File: config.mk
export PLATFORM = sky130hd
export DESIGN_NAME = ctad_datapath
export DESIGN_NICKNAME = d
export VERILOG_FILES = /design/src/shared/ctad_pkg.sv /design/src/hdl/ctad_alu.sv /design/src/hdl/ctad_datapath.sv
export SDC_FILE = /design/constraint.sdc
export NUM_CORES = 2
export LEC_CHECK = 0
export BUFFER_PORTS_ARGS = -buffer_cell sky130_fd_sc_hd__buf_2
export CORE_ASPECT_RATIO = 0.9
export CORE_MARGIN = 4
export CORE_UTILIZATION = 40
export CTS_CLUSTER_DIAMETER = 100
export DETAILED_ROUTE_END_ITERATION = 10
export GPL_TIMING_DRIVEN = 1
export PLACE_DENSITY_LB_ADDON = 0.08
export SLEW_MARGIN = 10
export SYNTH_ARGS = -nofsm -noshare
export SYNTH_HDL_FRONTEND = slang
export SYNTH_SLANG_ARGS = --single-unit
File: constraint.sdc
create_clock -name clk -period 289.4 [get_ports clk]
set_input_delay 14.47 -clock clk [delete_from_list [all_inputs] [get_ports clk]]
set_output_delay 14.47 -clock clk [all_outputs]
set_load 0.005 [all_outputs]
File: src/shared/ctad_pkg.sv
package ctad_pkg;

  // ----------------------------------------
  // Operation, size and state encodings
  // ----------------------------------------
  typedef enum logic [4:0] {
    OP_NOP = 5'h00,
    OP_MOV_RR = 5'h01,
    OP_MOV_IMM = 5'h02,
    OP_MOV_LOAD = 5'h03,
    OP_MOV_STORE = 5'h04,
    OP_PERIPHERAL_MOVE_FROM = 5'h05,
    OP_PERIPHERAL_MOVE_TO = 5'h06,
    OP_POP = 5'h07,
    OP_PUSH = 5'h08,
    OP_MULTI_REGISTER_LOAD = 5'h09,
    OP_MULTI_REGISTER_STORE = 5'h0a,
    OP_ADD = 5'h0b,
    OP_SUB = 5'h0c,
    OP_ADD_WITH_CARRY = 5'h0d,
    OP_SUBTRACT_WITH_CARRY = 5'h0e,
    OP_INC = 5'h0f,
    OP_DEC = 5'h10,
    OP_FIXED_STEP_ADD = 5'h11,
    OP_FIXED_STEP_SUBTRACT = 5'h12,
    OP_DECIMAL_ADJUST_ADD = 5'h13,
    OP_DECIMAL_ADJUST_SUBTRACT = 5'h14,
    OP_UNSIGNED_MULTIPLY = 5'h15,
    OP_SIGNED_MULTIPLY = 5'h16,
    OP_UNSIGNED_DIVIDE = 5'h17
  } ctad_op_t;

  typedef enum logic [1:0] {SZ_BYTE = 2'h0, SZ_WORD = 2'h1, SZ_LONG = 2'h2} ctad_size_t;

  // Gray along idle -> issue -> wait
  typedef enum logic [1:0] {ST_IDLE = 2'h0, ST_ISSUE = 2'h1, ST_WAIT = 2'h3} ctad_state_t;

  // ----------------------------------------
  // Carriers
  // ----------------------------------------
  typedef struct packed {
    ctad_op_t op;
    ctad_size_t size;
    logic [3:0] rd;
    logic [3:0] rs;
    logic use_imm;
    logic [31:0] imm;
    logic [2:0] step;
    logic [2:0] count;
  } ctad_cmd_t;

  typedef struct packed {logic h; logic n; logic z; logic v; logic c;} ctad_flags_t;

  typedef struct packed {
    logic valid;
    logic we;
    ctad_size_t size;
    logic [31:0] addr;
    logic [31:0] wdata;
  } ctad_mem_t;

  // ----------------------------------------
  // Constants
  // ----------------------------------------
  localparam logic [2:0] SP_IDX = 3'h7;
  localparam logic [2:0] LIST_MIN = 3'h2;
  localparam logic [2:0] LIST_MAX = 3'h4;
  localparam logic [3:0] LIST_END = 4'h7;
  localparam logic [2:0] STEP_1 = 3'h1;
  localparam logic [2:0] STEP_2 = 3'h2;
  localparam logic [2:0] STEP_4 = 3'h4;
  localparam logic [4:0] BYTE_SHIFT = 5'h18;
  localparam logic [4:0] WORD_SHIFT = 5'h10;
  localparam logic [4:0] LONG_SHIFT = 5'h00;
  localparam int HALF_CARRY_BIT = 28;
  localparam logic [7:0] BCD_MAX = 8'h99;
  localparam logic [7:0] BCD_HI_FIX = 8'h60;
  localparam logic [7:0] BCD_LO_FIX = 8'h06;
  localparam logic [3:0] DIGIT_MAX = 4'h9;
  localparam logic [31:0] REG_RST = 32'h0000_0000;
  localparam logic [4:0] FLAGS_RST = 5'h00;

  // ----------------------------------------
  // Shared helpers
  // ----------------------------------------
  // Left shift that puts the operand's sign bit at bit 31
  function automatic logic [4:0] size_shift(input ctad_size_t s);
    case (s)
      SZ_BYTE: size_shift = BYTE_SHIFT;
      SZ_WORD: size_shift = WORD_SHIFT;
      default: size_shift = LONG_SHIFT;
    endcase
  endfunction

endpackage

File: src/hdl/ctad_alu.sv
module ctad_alu (
  input ctad_pkg::ctad_op_t op,
  input ctad_pkg::ctad_size_t size,
  input logic [31:0] a,
  input logic [31:0] b,
  input ctad_pkg::ctad_flags_t flags_i,
  output logic [31:0] res,
  output ctad_pkg::ctad_flags_t flags_o
);
  import ctad_pkg::*;

  // ----------------------------------------
  // Size-aligned adder and subtractor
  // ----------------------------------------
  // Operands sit at the top so carry, sign and overflow fall out at bits 32/31
  logic [4:0] sh;
  logic cin;
  logic [31:0] a_s;
  logic [31:0] b_s;
  logic [31:0] c_s;
  logic [32:0] sum;
  logic [32:0] dif;
  logic [31:0] hx_add;
  logic [31:0] hx_sub;
  assign sh = size_shift(size);
  assign cin = (op == OP_ADD_WITH_CARRY || op == OP_SUBTRACT_WITH_CARRY) ? flags_i.c : 1'b0;
  assign a_s = a << sh;
  assign b_s = b << sh;
  assign c_s = {31'h0, cin} << sh;
  assign sum = {1'b0, a_s} + {1'b0, b_s} + {1'b0, c_s};
  assign dif = {1'b0, a_s} - {1'b0, b_s} - {1'b0, c_s};
  assign hx_add = a_s ^ b_s ^ sum[31:0];
  assign hx_sub = a_s ^ b_s ^ dif[31:0];

  // Decimal correction terms
  logic da_hi;
  logic da_lo;
  logic [7:0] da_add;
  logic [7:0] da_sub;
  assign da_hi = flags_i.c | (a[7:0] > BCD_MAX);
  assign da_lo = flags_i.h | (a[3:0] > DIGIT_MAX);
  assign da_add = a[7:0] + (da_hi ? BCD_HI_FIX : 8'h00) + (da_lo ? BCD_LO_FIX : 8'h00);
  assign da_sub = a[7:0] - (flags_i.c ? BCD_HI_FIX : 8'h00) - (flags_i.h ? BCD_LO_FIX : 8'h00);

  // Multiply and divide
  logic [15:0] pu_b;
  logic [31:0] pu_w;
  logic signed [15:0] ps_b;
  logic signed [31:0] ps_w;
  logic [15:0] dq_b;
  logic [15:0] dr_b;
  logic [31:0] dq_w;
  logic [31:0] dr_w;
  logic dz;
  // Operands widened first so the product keeps its upper half
  assign pu_b = {8'h00, a[7:0]} * {8'h00, b[7:0]};
  assign pu_w = {16'h0000, a[15:0]} * {16'h0000, b[15:0]};
  assign ps_b = $signed({{8{a[7]}}, a[7:0]}) * $signed({{8{b[7]}}, b[7:0]});
  assign ps_w = $signed({{16{a[15]}}, a[15:0]}) * $signed({{16{b[15]}}, b[15:0]});
  assign dz = (size == SZ_BYTE) ? (b[7:0] == 8'h00) : (b[15:0] == 16'h0000);
  assign dq_b = dz ? 16'h0000 : a[15:0] / {8'h00, b[7:0]};
  assign dr_b = dz ? 16'h0000 : a[15:0] % {8'h00, b[7:0]};
  assign dq_w = dz ? 32'h0000_0000 : a / {16'h0000, b[15:0]};
  assign dr_w = dz ? 32'h0000_0000 : a % {16'h0000, b[15:0]};

  // ----------------------------------------
  // Result and flag selection
  // ----------------------------------------
  always_comb begin
    res = a;
    flags_o = flags_i;
    case (op)
      OP_MOV_RR, OP_MOV_IMM: begin
        res = b;
        flags_o.n = b_s[31];
        flags_o.z = (b_s == 32'h0000_0000);
        flags_o.v = 1'b0;
      end
      OP_ADD, OP_ADD_WITH_CARRY, OP_INC: begin
        res = sum[31:0] >> sh;
        flags_o.n = sum[31];
        flags_o.z = (sum[31:0] == 32'h0000_0000);
        flags_o.v = (a_s[31] == b_s[31]) && (sum[31] != a_s[31]);
        if (op != OP_INC) begin
          flags_o.h = hx_add[HALF_CARRY_BIT];
          flags_o.c = sum[32];
        end
        // Carry-chained ops only ever clear Z
        if (op == OP_ADD_WITH_CARRY) begin
          flags_o.z = flags_i.z & (sum[31:0] == 32'h0000_0000);
        end
      end
      OP_SUB, OP_SUBTRACT_WITH_CARRY, OP_DEC: begin
        res = dif[31:0] >> sh;
        flags_o.n = dif[31];
        flags_o.z = (dif[31:0] == 32'h0000_0000);
        flags_o.v = (a_s[31] != b_s[31]) && (dif[31] != a_s[31]);
        if (op != OP_DEC) begin
          flags_o.h = hx_sub[HALF_CARRY_BIT];
          flags_o.c = dif[32];
        end
        if (op == OP_SUBTRACT_WITH_CARRY) begin
          flags_o.z = flags_i.z & (dif[31:0] == 32'h0000_0000);
        end
      end
      OP_FIXED_STEP_ADD: res = a + b;
      OP_FIXED_STEP_SUBTRACT: res = a - b;
      OP_DECIMAL_ADJUST_ADD: begin
        res = {24'h00_0000, da_add};
        flags_o.n = da_add[7];
        flags_o.z = (da_add == 8'h00);
        flags_o.c = da_hi;
      end
      OP_DECIMAL_ADJUST_SUBTRACT: begin
        res = {24'h00_0000, da_sub};
        flags_o.n = da_sub[7];
        flags_o.z = (da_sub == 8'h00);
      end
      OP_UNSIGNED_MULTIPLY: begin
        res = (size == SZ_BYTE) ? {16'h0000, pu_b} : pu_w;
      end
      OP_SIGNED_MULTIPLY: begin
        res = (size == SZ_BYTE) ? {16'h0000, ps_b} : ps_w;
        flags_o.n = (size == SZ_BYTE) ? ps_b[15] : ps_w[31];
        flags_o.z = (size == SZ_BYTE) ? (ps_b == 16'sh0000) : (ps_w == 32'sh0000_0000);
      end
      OP_UNSIGNED_DIVIDE: begin
        // Divide by zero leaves the dividend in place
        if (!dz) begin
          res = (size == SZ_BYTE) ? {16'h0000, dr_b[7:0], dq_b[7:0]} : {dr_w[15:0], dq_w[15:0]};
        end
        flags_o.n = (size == SZ_BYTE) ? b[7] : b[15];
        flags_o.z = dz;
      end
      default: res = a;
    endcase
  end

endmodule

File: src/hdl/ctad_datapath.sv
module ctad_datapath (
  input logic clk,
  input logic rst_n,
  input logic cmd_valid,
  input ctad_pkg::ctad_cmd_t cmd,
  output logic cmd_ready,
  output logic done,
  output logic err,
  input logic flags_load,
  input ctad_pkg::ctad_flags_t flags_in,
  output ctad_pkg::ctad_flags_t flags,
  output ctad_pkg::ctad_mem_t mem,
  input logic mem_ack,
  input logic [31:0] mem_rdata,
  input logic [2:0] dbg_sel,
  output logic [31:0] dbg_data
);
  import ctad_pkg::*;

  // ----------------------------------------
  // Field access helpers
  // ----------------------------------------
  // Byte sel<8 is the high byte, word sel>=8 the upper half
  function automatic logic [31:0] ext_field(input logic [31:0] v, input ctad_size_t s, input logic [3:0] sel);
    case (s)
      SZ_BYTE: ext_field = {24'h00_0000, sel[3] ? v[7:0] : v[15:8]};
      SZ_WORD: ext_field = {16'h0000, sel[3] ? v[31:16] : v[15:0]};
      default: ext_field = v;
    endcase
  endfunction

  function automatic logic [31:0] ins_field(input logic [31:0] old, input ctad_size_t s, input logic [3:0] sel,
                                            input logic [31:0] val);
    ins_field = old;
    case (s)
      SZ_BYTE: if (sel[3]) ins_field[7:0] = val[7:0]; else ins_field[15:8] = val[7:0];
      SZ_WORD: if (sel[3]) ins_field[31:16] = val[15:0]; else ins_field[15:0] = val[15:0];
      default: ins_field = val;
    endcase
  endfunction

  function automatic logic [31:0] bytes_of(input ctad_size_t s);
    case (s)
      SZ_BYTE: bytes_of = 32'h0000_0001;
      SZ_WORD: bytes_of = 32'h0000_0002;
      default: bytes_of = 32'h0000_0004;
    endcase
  endfunction

  // ----------------------------------------
  // State
  // ----------------------------------------
  logic [31:0] gr_r [8];
  ctad_state_t st_r;
  ctad_state_t st_nxt;
  ctad_cmd_t q_r;
  logic [2:0] beat_r;
  logic ready_r;
  logic done_r;
  logic err_r;
  ctad_flags_t flags_r;
  ctad_mem_t mem_r;
  ctad_mem_t mem_nxt;
  logic [31:0] dbg_r;

  // ----------------------------------------
  // Command decode
  // ----------------------------------------
  logic take;
  logic is_mem;
  logic is_wide;
  logic is_step;
  logic is_list;
  logic bad;
  ctad_size_t eff_sz;
  ctad_size_t wide_sz;
  ctad_size_t wr_sz;
  logic [3:0] dst_sel;
  logic [31:0] a_op;
  logic [31:0] b_op;
  logic [31:0] sp;
  assign take = cmd_valid & ready_r;
  assign sp = gr_r[SP_IDX];
  assign is_mem = cmd.op inside {OP_MOV_LOAD, OP_MOV_STORE, OP_POP, OP_PUSH, OP_MULTI_REGISTER_LOAD,
                                 OP_MULTI_REGISTER_STORE};
  assign is_wide = cmd.op inside {OP_UNSIGNED_MULTIPLY, OP_SIGNED_MULTIPLY, OP_UNSIGNED_DIVIDE};
  assign is_step = cmd.op inside {OP_INC, OP_DEC, OP_FIXED_STEP_ADD, OP_FIXED_STEP_SUBTRACT};
  assign is_list = cmd.op inside {OP_MULTI_REGISTER_LOAD, OP_MULTI_REGISTER_STORE};
  // Unsupported forms complete at once with err and change nothing
  assign bad = (cmd.op inside {OP_PERIPHERAL_MOVE_FROM, OP_PERIPHERAL_MOVE_TO})
             | (cmd.op == OP_SUB && cmd.use_imm && cmd.size == SZ_BYTE)
             | ((cmd.op inside {OP_INC, OP_DEC}) && !(cmd.step == STEP_1 ||
                (cmd.step == STEP_2 && cmd.size != SZ_BYTE)))
             | ((cmd.op inside {OP_FIXED_STEP_ADD, OP_FIXED_STEP_SUBTRACT}) &&
                !(cmd.step inside {STEP_1, STEP_2, STEP_4}))
             | ((cmd.op inside {OP_POP, OP_PUSH}) && cmd.size == SZ_BYTE)
             | (is_list && (cmd.count < LIST_MIN || cmd.count > LIST_MAX ||
                ({1'b0, cmd.rd[2:0]} + {1'b0, cmd.count}) > LIST_END))
             | (is_wide && cmd.size == SZ_LONG)
             | ((cmd.op inside {OP_ADD_WITH_CARRY, OP_SUBTRACT_WITH_CARRY, OP_DECIMAL_ADJUST_ADD,
                 OP_DECIMAL_ADJUST_SUBTRACT}) && cmd.size != SZ_BYTE);
  // Fixed-step always works on the whole 32-bit register
  assign eff_sz = (cmd.op inside {OP_FIXED_STEP_ADD, OP_FIXED_STEP_SUBTRACT}) ? SZ_LONG : cmd.size;
  assign wide_sz = (cmd.size == SZ_BYTE) ? SZ_WORD : SZ_LONG;
  assign wr_sz = is_wide ? wide_sz : eff_sz;
  assign dst_sel = is_wide ? {1'b0, cmd.rd[2:0]} : cmd.rd;
  // Register operands picked by size and half/byte select
  assign a_op = ext_field(gr_r[cmd.rd[2:0]], wr_sz, dst_sel);
  assign b_op = cmd.use_imm ? cmd.imm : is_step ? {29'h0, cmd.step} :
                ext_field(gr_r[cmd.rs[2:0]], cmd.size, cmd.rs);

  // ----------------------------------------
  // Memory sequence decode
  // ----------------------------------------
  logic q_list;
  logic q_ldm;
  logic q_load;
  logic q_predec;
  logic q_postinc;
  logic last;
  logic [2:0] list_idx;
  logic [31:0] q_bytes;
  logic [31:0] raw_addr;
  logic [31:0] st_data;
  assign q_ldm = (q_r.op == OP_MULTI_REGISTER_LOAD);
  assign q_list = q_ldm | (q_r.op == OP_MULTI_REGISTER_STORE);
  assign q_load = q_r.op inside {OP_MOV_LOAD, OP_POP, OP_MULTI_REGISTER_LOAD};
  assign q_predec = q_r.op inside {OP_PUSH, OP_MULTI_REGISTER_STORE};
  assign q_postinc = q_r.op inside {OP_POP, OP_MULTI_REGISTER_LOAD};
  assign q_bytes = bytes_of(q_r.size);
  assign last = !q_list || (beat_r == q_r.count - 3'h1);
  // Loads walk the list downward so they undo a store's order
  assign list_idx = q_ldm ? q_r.rd[2:0] + q_r.count - 3'h1 - beat_r : q_r.rd[2:0] + beat_r;
  assign raw_addr = q_predec ? sp - q_bytes :
                    q_postinc ? sp :
                    (q_r.op == OP_MOV_LOAD) ? gr_r[q_r.rs[2:0]] : gr_r[q_r.rd[2:0]];
  assign st_data = q_list ? gr_r[list_idx] : ext_field(gr_r[q_r.rs[2:0]], q_r.size, q_r.rs);

  // ----------------------------------------
  // Arithmetic unit and its input steering
  // ----------------------------------------
  ctad_op_t alu_op;
  ctad_size_t alu_sz;
  logic [31:0] alu_b;
  logic [31:0] alu_res;
  ctad_flags_t alu_fl;
  assign alu_op = (st_r == ST_IDLE) ? cmd.op : OP_MOV_RR;
  assign alu_sz = (st_r == ST_IDLE) ? (is_wide ? cmd.size : eff_sz) : q_r.size;
  assign alu_b = (st_r == ST_IDLE) ? b_op : (st_r == ST_ISSUE) ? st_data : mem_rdata;

  ctad_alu u_alu (
    .op(alu_op),
    .size(alu_sz),
    .a(a_op),
    .b(alu_b),
    .flags_i(flags_r),
    .res(alu_res),
    .flags_o(alu_fl)
  );

  // ----------------------------------------
  // Register file write steering
  // ----------------------------------------
  logic got;
  logic reg_wr;
  logic ld_wr;
  logic sp_wr;
  logic fl_wr;
  logic [2:0] wr_idx;
  logic [31:0] wr_val;
  logic [31:0] sp_val;
  assign got = (st_r == ST_WAIT) && mem_ack;
  assign reg_wr = take && !is_mem && !bad && cmd.op != OP_NOP;
  assign ld_wr = got && q_load;
  assign wr_idx = reg_wr ? cmd.rd[2:0] : q_ldm ? list_idx : q_r.rd[2:0];
  assign wr_val = reg_wr ? ins_field(gr_r[cmd.rd[2:0]], wr_sz, dst_sel, alu_res) :
                  q_ldm ? mem_rdata : ins_field(gr_r[q_r.rd[2:0]], q_r.size, q_r.rd, alu_res);
  assign sp_wr = (st_r == ST_ISSUE && q_predec) || (got && q_postinc);
  assign sp_val = q_predec ? sp - q_bytes : sp + q_bytes;
  // Flags follow every ALU op; list transfers leave them alone
  assign fl_wr = reg_wr || (st_r == ST_ISSUE && (q_r.op inside {OP_MOV_STORE, OP_PUSH})) ||
                 (got && (q_r.op inside {OP_MOV_LOAD, OP_POP}));

  // ----------------------------------------
  // Sequencer
  // ----------------------------------------
  always_comb begin
    st_nxt = st_r;
    case (st_r)
      ST_IDLE: if (take && is_mem && !bad) st_nxt = ST_ISSUE;
      ST_ISSUE: st_nxt = ST_WAIT;
      ST_WAIT: if (mem_ack) st_nxt = last ? ST_IDLE : ST_ISSUE;
      default: st_nxt = ST_IDLE;
    endcase
  end

  // Request held until acknowledged; word/long address made even
  always_comb begin
    mem_nxt = mem_r;
    if (st_r == ST_ISSUE) begin
      mem_nxt.valid = 1'b1;
      mem_nxt.we = !q_load;
      mem_nxt.size = q_r.size;
      mem_nxt.addr = (q_r.size == SZ_BYTE) ? raw_addr : {raw_addr[31:1], 1'b0};
      mem_nxt.wdata = st_data;
    end else if (got) begin
      mem_nxt.valid = 1'b0;
    end
  end

  // Control flops
  always_ff @(posedge clk or negedge rst_n) begin
    if (!rst_n) begin
      st_r <= ST_IDLE;
      q_r <= '0;
      beat_r <= 3'h0;
      ready_r <= 1'b0;
      done_r <= 1'b0;
      err_r <= 1'b0;
      mem_r <= '0;
    end else begin
      st_r <= st_nxt;
      ready_r <= (st_nxt == ST_IDLE);
      done_r <= (take && !(is_mem && !bad)) || (got && last);
      err_r <= take && bad;
      mem_r <= mem_nxt;
      if (take) q_r <= cmd;
      if (take) beat_r <= 3'h0;
      else if (got) beat_r <= beat_r + 3'h1;
    end
  end

  // Register file; a load into the same register wins over SP
  always_ff @(posedge clk or negedge rst_n) begin
    if (!rst_n) begin
      for (int i = 0; i < 8; i++) gr_r[i] <= REG_RST;
      dbg_r <= REG_RST;
    end else begin
      for (int i = 0; i < 8; i++) begin
        if (sp_wr && i == int'(SP_IDX)) gr_r[i] <= sp_val;
        if ((reg_wr || ld_wr) && i == int'(wr_idx)) gr_r[i] <= wr_val;
      end
      dbg_r <= gr_r[dbg_sel];
    end
  end

  // Condition flags; an instruction beats an external load
  always_ff @(posedge clk or negedge rst_n) begin
    if (!rst_n) flags_r <= FLAGS_RST;
    else if (fl_wr) flags_r <= alu_fl;
    else if (flags_load) flags_r <= flags_in;
  end

  assign cmd_ready = ready_r;
  assign done = done_r;
  assign err = err_r;
  assign flags = flags_r;
  assign mem = mem_r;
  assign dbg_data = dbg_r;

  // ----------------------------------------
  // Checks
  // ----------------------------------------
  logic [32:0] chk_sum;
  assign chk_sum = {1'b0, gr_r[cmd.rd[2:0]]} + {1'b0, cmd.imm};

  // Reference values rebuilt from the operands, not from the unit
  logic [31:0] chk_rd;
  logic [7:0] chk_adc;
  logic [15:0] chk_prod;
  assign chk_rd = gr_r[cmd.rd[2:0]];
  assign chk_adc = a_op[7:0] + b_op[7:0] + {7'h00, flags_r.c};
  assign chk_prod = {8'h00, a_op[7:0]} * {8'h00, b_op[7:0]};

  mem_accept_a: assert property (@(posedge clk) disable iff (!rst_n)
    take && is_mem && !bad |=> !ready_r && st_r == ST_ISSUE ##1 mem_r.valid)
    else $error("memory op not issued after accept");
  pmove_err_a: assert property (@(posedge clk) disable iff (!rst_n)
    take && cmd.op inside {OP_PERIPHERAL_MOVE_FROM, OP_PERIPHERAL_MOVE_TO} |=> err_r && done_r && ready_r)
    else $error("peripheral move not refused");
  pop_sp_a: assert property (@(posedge clk) disable iff (!rst_n)
    got && q_r.op == OP_POP && q_r.size == SZ_LONG && q_r.rd[2:0] != SP_IDX |=> sp == $past(sp) + 32'h0000_0004)
    else $error("pop did not advance stack pointer by four");
  push_sp_a: assert property (@(posedge clk) disable iff (!rst_n)
    st_r == ST_ISSUE && q_r.op == OP_PUSH |=>
      sp == $past(sp) - $past(q_bytes) && mem_r.addr == {sp[31:1], 1'b0} && mem_r.we)
    else $error("push did not predecrement before write");
  list_load_a: assert property (@(posedge clk) disable iff (!rst_n)
    got && q_ldm |=> sp == $past(sp) + 32'h0000_0004)
    else $error("list load beat did not pop a longword");
  list_store_a: assert property (@(posedge clk) disable iff (!rst_n)
    take && cmd.op == OP_MULTI_REGISTER_STORE && !bad |=> ##1 sp == $past(sp, 2) - 32'h0000_0004)
    else $error("list store first beat did not push");
  even_addr_a: assert property (@(posedge clk) disable iff (!rst_n)
    mem_r.valid && mem_r.size != SZ_BYTE |-> !mem_r.addr[0])
    else $error("odd word or longword address on bus");
  zero_flag_a: assert property (@(posedge clk) disable iff (!rst_n)
    take && cmd.op == OP_MOV_IMM && cmd.size == SZ_LONG |=> flags_r.z == ($past(cmd.imm) == 32'h0000_0000))
    else $error("zero flag wrong after immediate move");
  add_carry_a: assert property (@(posedge clk) disable iff (!rst_n)
    take && cmd.op == OP_ADD && cmd.use_imm && cmd.size == SZ_LONG |=> flags_r.c == $past(chk_sum[32]))
    else $error("carry flag wrong after longword add");
  byte_step_a: assert property (@(posedge clk) disable iff (!rst_n)
    take && cmd.op == OP_INC && cmd.size == SZ_BYTE && cmd.step == STEP_2 |=>
      err_r && gr_r[q_r.rd[2:0]] == $past(chk_rd))
    else $error("byte increment by two was accepted");
  // Carry folded into the byte sum
  carry_in_a: assert property (@(posedge clk) disable iff (!rst_n)
    reg_wr && cmd.op == OP_ADD_WITH_CARRY |=>
      ext_field(gr_r[q_r.rd[2:0]], SZ_BYTE, q_r.rd) == {24'h00_0000, $past(chk_adc)})
    else $error("byte add with carry result wrong");
  byte_product_a: assert property (@(posedge clk) disable iff (!rst_n)
    reg_wr && cmd.op == OP_UNSIGNED_MULTIPLY && cmd.size == SZ_BYTE |=> gr_r[q_r.rd[2:0]][15:0] == $past(chk_prod))
    else $error("byte unsigned product wrong");
  // Quotient and remainder must rebuild the dividend
  byte_divide_a: assert property (@(posedge clk) disable iff (!rst_n)
    reg_wr && cmd.op == OP_UNSIGNED_DIVIDE && cmd.size == SZ_BYTE && b_op[7:0] != 8'h00 |=>
      {8'h00, gr_r[q_r.rd[2:0]][7:0]} * $past({8'h00, b_op[7:0]}) +
      {8'h00, gr_r[q_r.rd[2:0]][15:8]} == $past(a_op[15:0]) && gr_r[q_r.rd[2:0]][15:8] < $past(b_op[7:0]))
    else $error("byte quotient and remainder do not rebuild dividend");
  mem_done_a: assert property (@(posedge clk) disable iff (!rst_n)
    got && last |=> done_r && ready_r && !mem_r.valid)
    else $error("transfer end not reported");

  push_cov: cover property (@(posedge clk) disable iff (!rst_n) got && q_r.op == OP_PUSH);
  list_load_cov: cover property (@(posedge clk) disable iff (!rst_n) got && q_ldm && last);
  list_store_cov: cover property (@(posedge clk) disable iff (!rst_n) got && q_r.op == OP_MULTI_REGISTER_STORE && last);
  divide_cov: cover property (@(posedge clk) disable iff (!rst_n) reg_wr && cmd.op == OP_UNSIGNED_DIVIDE);
  daa_cov: cover property (@(posedge clk) disable iff (!rst_n) reg_wr && cmd.op == OP_DECIMAL_ADJUST_ADD);

endmodule

-- Word-level counts from Yosys, hierarchy flattened
Cells that the tools add are included.
- add/subtract/negate cells: 19
- multiply operators: 4
- divide/modulo/power cells: 4
- magnitude comparators: 11
- equal/unequal tests: 71
- shift-type cells: 5
- multiplexer cells: 99
- bitwise logic cells: 22
- reduce and logical (&&, ||, !) cells: 95
- operators with widths (kind ; number):
    $mux W32 ; 29
    $bmux W32 S3 ; 6
    $pmux W32 S10 ; 1
    $pmux W32 S2 ; 3
    $logic_not A32 Y1 ; 4
    $pmux W16 S2 ; 4
    $mux W16 ; 7
    $xor A29 B29 Y29 ; 3
    $eq A5 B5 Y1 const B ; 16
    $eq A5 B4 Y1 const B ; 15
    $add A32 B32 Y32 ; 2
    $mul A16 B16 Y32 ; 2
    $shl A32 B5 Y32 ; 2
    $shr A32 B5 Y32 ; 2
    $sub A32 B32 Y32 ; 2
    $mux W8 ; 7
    $logic_and A1 B1 Y1 ; 34
    $add A32 B32 Y33 ; 1
    $add A33 B32 Y33 ; 1
    $sub A32 B32 Y33 ; 1
    $sub A33 B32 Y33 ; 1
    $div A32 B16 Y32 ; 1
    $logic_not A16 Y1 ; 2
    $mod A32 B16 Y32 ; 1
    other kinds (68) ; 183
- flip-flop bits (word level): 387
- bits of input ports: 99
- output and inout bits: 108
- word-level logic and storage cells: 359

-- Logic depth before layout (Yosys ltp)
- word-level depth: 21
- mapped depth: 572
- depth with buffers taken out: 517

-- Cells and area by module
From an unflattened synthesis, not the netlist that was laid out.
- cell total of the unflattened synthesis: 10419
- area total of the unflattened synthesis: 87229.9 sq um
- by module, submodules not included (module ; instances ; cells each ; area each (sq um) ; seq. area each (sq um)):
    ctad_alu ; 1 ; 7051 ; 53536.3 ; 0.0
    ctad_datapath ; 1 ; 3368 ; 33693.6 ; 9684.3

-- Least setup slack after synthesis
Ideal clock, no wire load.
- path kind: input-to-reg
- from: input port cmd[39] in the netlist's numbering
- to: register gr_r[125] in the netlist's numbering
- data arrival time: 119.204 ns
- required time: 289.275 ns
- path slack: 170.071 ns
- stages: 552
- path buffers: 60
- cell sequence: buf_2 > buf_2 > buf_2 > buf_2 > mux4_2 > mux2i_1 > a221oi_1 > o211a_1 > a21oi_1 > nor2_1 > a21oi_1 > nor2_1 > a21oi_1 > nor2_1 > a21oi_1 > clkbuf_1 > ha_1 > o21ai_0 > [... 516 more ...] > nand2b_1 > a21oi_1 > nor2b_1 > o21ai_0 > nand2b_1 > a21oi_1 > nor2b_1 > o21ai_0 > nand2b_1 > or4_1 > a2bb2o_1 > nor3_2 > buf_6 > mux2_1 > a221oi_1 > o22ai_1 > o2bb2ai_1 > mux2_2
- word-level cells in the longest chain between the ends: 18
- RTL lines (item ; RTL line ; text):
    from (decl) ; ctad_datapath.sv:5 ; input ctad_pkg::ctad_cmd_t cmd,
    $not A3 Y4 (not written as such) (*) ; ctad_datapath.sv:110 ; ext_field(gr_r[cmd.rs[2:0]], cmd.size, cmd.rs);
    $bmux W32 S3 (*) ; ctad_datapath.sv:110 ;
    $mux W32 (not written as such) (*) (2 in series) ; ctad_datapath.sv:110 ;
    $mux W16 / $mux W8 (equally long branches) ; ctad_datapath.sv:27, ctad_datapath.sv:26 ;
    $pmux W32 S2 (*) ; ctad_datapath.sv:25 ; case (s)
    $mux W32 (*) (2 in series) ; ctad_datapath.sv:109 ; assign b_op = cmd.use_imm ? cmd.imm : is_step ? {29'h0, cmd.step} :
    $mux W32 (*) ; ctad_datapath.sv:149 ; assign alu_b = (st_r == ST_IDLE) ? b_op : (st_r == ST_ISSUE) ? st_data : mem_rdata;
    branches (longest 4 deep; another with $div A32 B16 Y32) ; - ;
    $pmux W32 S10 (*) ; ctad_alu.sv:72 ; case (op)
    $mux W16 ; ctad_datapath.sv:37 ; SZ_WORD: if (sel[3]) ins_field[31:16] = val[15:0]; else ins_field[15:0] = val[15:0];
    $pmux W16 S2 ; ctad_datapath.sv:35 ; case (s)
    $mux W32 ; ctad_datapath.sv:177 ; q_ldm ? mem_rdata : ins_field(gr_r[q_r.rd[2:0]], q_r.size, q_r.rd, alu_res);
    $mux W32 (*) ; ctad_datapath.sv:176 ; assign wr_val = reg_wr ? ins_field(gr_r[cmd.rd[2:0]], wr_sz, dst_sel, alu_res) :
    to (decl) ; ctad_datapath.sv:53 ; logic [31:0] gr_r [8];
Mark *: on every way between the ends. The select of a mux whose other input is x is not followed.
A chain may end at the register's enable or synchronous reset.

-- Final worst setup path
- from: input port cmd[39] in the netlist's numbering
- to: register gr_r[50] in the netlist's numbering
Same word-level chain as after synthesis.

==> run metrics <==
status=complete, but fails checks; failing checks=max-capacitance violations, max-slew violations; max frequency=around 7.5 MHz; sequential area share after synthesis=between 10 and 15%; WL final=448000 um; CP Capture Type=register; reg-to-reg slack, setup=~170 ns; DR DRC count=0; # rows=around 160; CTS tree=yes; synth unique cells=138; commonest non-fill, non-tap cell in the layout=nand2_1; Vias/cell=between 6 and 7; largest area contributor in the synthesized netlist=ha_1; area grow syn2layout=7.87%; I/O Pins=207; Post-synth EDFFs=0; Final min period=roughly 130 ns; Design Area, Final=~94000 sq um; syn nets=between 10000 and 15000; core area=~220000 sq um; Avg Inst Size Synth=8.05 sq um; DR pass1 iterations=7; grt ovf=0; CP Max Fanout=40; total number of vias=~90000; Final Hold Viols=0; top cell type's share of synthesized area=between 10% and 20%; Worst path slowest cell=nor2_1; Setup WS pre-CTS=between 150 and 200 ns; Total GRT Usage=38.5%; Buffers on Ports=slightly above 200; Post-DP HPWL=~340000 um; most used cell, CP=o21a_1; final worst slack=roughly 160 ns; Hold Buf Count CTS=0; slowest stage delay, CP=1.27 ns; CTS root buf=clkbuf_16; wire length of the first global-routing pass=635000 um; Post-Place Cell Area=92200 sq um; largest net degree at the start of global routing=a little under 80; setup_tns=0 ns; # nets final=about 12000; vias in the first global route=85600; Die Area=approximately 230000 sq um; Routed WL per cell=roughly 33 um; Die Y=around 450 um; Final setup viols=0; Cell Area, Synth=just under 90000 sq um; fin crit share=46.3%; clock slew at reported path FFs=~0.07 ns; Final ANT Viol Nets=0; Multi-input gate area=around 72000 sq um; MaxCap Viol Count=2; most frequent cells in the layout=nand2_1, nor2_1, ha_1; Min-Delay Path Class=reg2reg; Setup Skew=0.0397 ns; Sink Count=approximately 390; RSZ-0062 raised after global routing=false; postcts setup bufs=0; initial core utilization=between 40% and 50%; drt initial violations=10500; cts repair resizes=0; gpl congestion=approximately 1.1; initial antenna violation count=50; Die X=500 um; ys flop type=dfrtp_1; max_slew headroom=-3.00%; Syn Inst Count=between 10000 and 15000; TritonCTS buffer count=48; # H-tree levels=2; startpoint types=primary input; YS warnings=0; final slew viol count=4; ranking of synthesized cells by area=ha_1, dfrtp_1, fa_1, mux4_2, nand2_1; share of post-route cells with drive strength above 1=13.6%; crit path kind=in2reg; Worst EP required=around 290 ns; Synth async-reset ratio=100%; Slew @ Worst Pin=roughly 1.5 ns; Worst EP arrival=between 100 and 150 ns; clock buffer depth=3; Fillers=roughly 22000; register area=between 9000 and 10000 sq um; clock latency on the worst-skew pair=~0.66 ns; Synth Register Bits=387
==> registers in the layout, indices dropped and copies added (netlist names) <==
register / cells
beat_r: 3
cmd_ready: 1
dbg_data: 32
done: 1
err: 1
flags: 5
gr_r: 224
mem: 68
q_r: 18
sp: 32
st_r: 2
==> cell usage after synthesis, drive strengths merged (30+ instances only) <==
master  count
mux2      338
o221ai     46
xor2      154
clkbuf    430
o21ai     607
nand2b     75
a211oi     87
a221o      30
xnor2     313
a21o      174
dfrtp     387
buf       168
o31ai     143
or3        67
nand3     250
o21bai    114
fa        470
nand4      63
mux2i     226
inv       785
or4        35
a22oi      87
nor3      400
o211ai     67
a31oi     100
a221oi     64
o22ai      66
ha        877
or2       100
nor2      922
mux4      280
nor2b      58
a21oi     696
and3       52
o21a      355
nand2    1229
nor4       51
and2       61
==> critical path, delay by kind of cell <==
family	cells	cell delay [ns]
buf+inv	28	6.31
mux	9	3.30
simple gates	120	29.37
fa+ha+maj	31	9.03
compound gates	319	71.53
==> metrics by stage <==
stage / hold slack [ns] / utilization (%) / instances
after global placement: 0.458 / 42.6 / 13600
after detailed placement: 0.464 / 42.6 / 13600
final: 0.479 / 43.4 / 13700
after CTS: 0.482 / 43.3 / 13700
after floorplan: 0.470 / - / 10800
after global routing: 0.498 / 43.4 / 13700
==> path summary, 6_finish.rpt <==
kind                                  to  depth (start not counted)     from
worst min register to register    mem[0]                          2   mem[0]
worst max-delay path            gr_r[50]                        507  cmd[39]
worst max register to register  gr_r[50]                        506  q_r[44]
max in group asynchronous        q_r[41]                          3    rst_n
worst min-delay path              mem[0]                          2   mem[0]
min in group asynchronous       gr_r[43]                          1    rst_n
==> per-layer routing <==
metal  vias to the layer above  track usage (%)  part of all wire (%)
li1                      39100                -                     -
met1                     44100             50.4                    40
met2                      5157             54.3                    40
met3                      1262             13.0                    12
met4                        34             23.8                   7.8
met5                         -            0.363                 0.047
==> final cells by class <==
type                       count  area share (%)
clock inverter                25           0.350
antenna                       27          0.0719
sequential                   387            10.3
clock buffer                  63            1.39
timing repair buffer         524            3.70
multi-input combinational   9039            77.2
inverter                     795            3.18
tap                         2870            3.82
==> logic make-up (layout without fill, tap and decap cells) <==
| logic type | count (synthesis) | in the layout | synth area share (%) |
|---|---|---|---|
| compound gates | 2934 | 2934 | 22.3 |
| xor+xnor | 470 | 470 | 4.79 |
| fa+ha+maj | 1350 | 1350 | 23.4 |
| buf+inv | 1393 | 1407 | 6.14 |
| flops | 387 | 387 | 11.1 |
| mux | 844 | 844 | 14.2 |
| other cells | 2 | 29 | 0.00862 |
| simple gates | 3439 | 3439 | 18.0 |
Power is not shown: default switching activity piles up to over one toggle a cycle in this logic, so the estimate is an artifact.
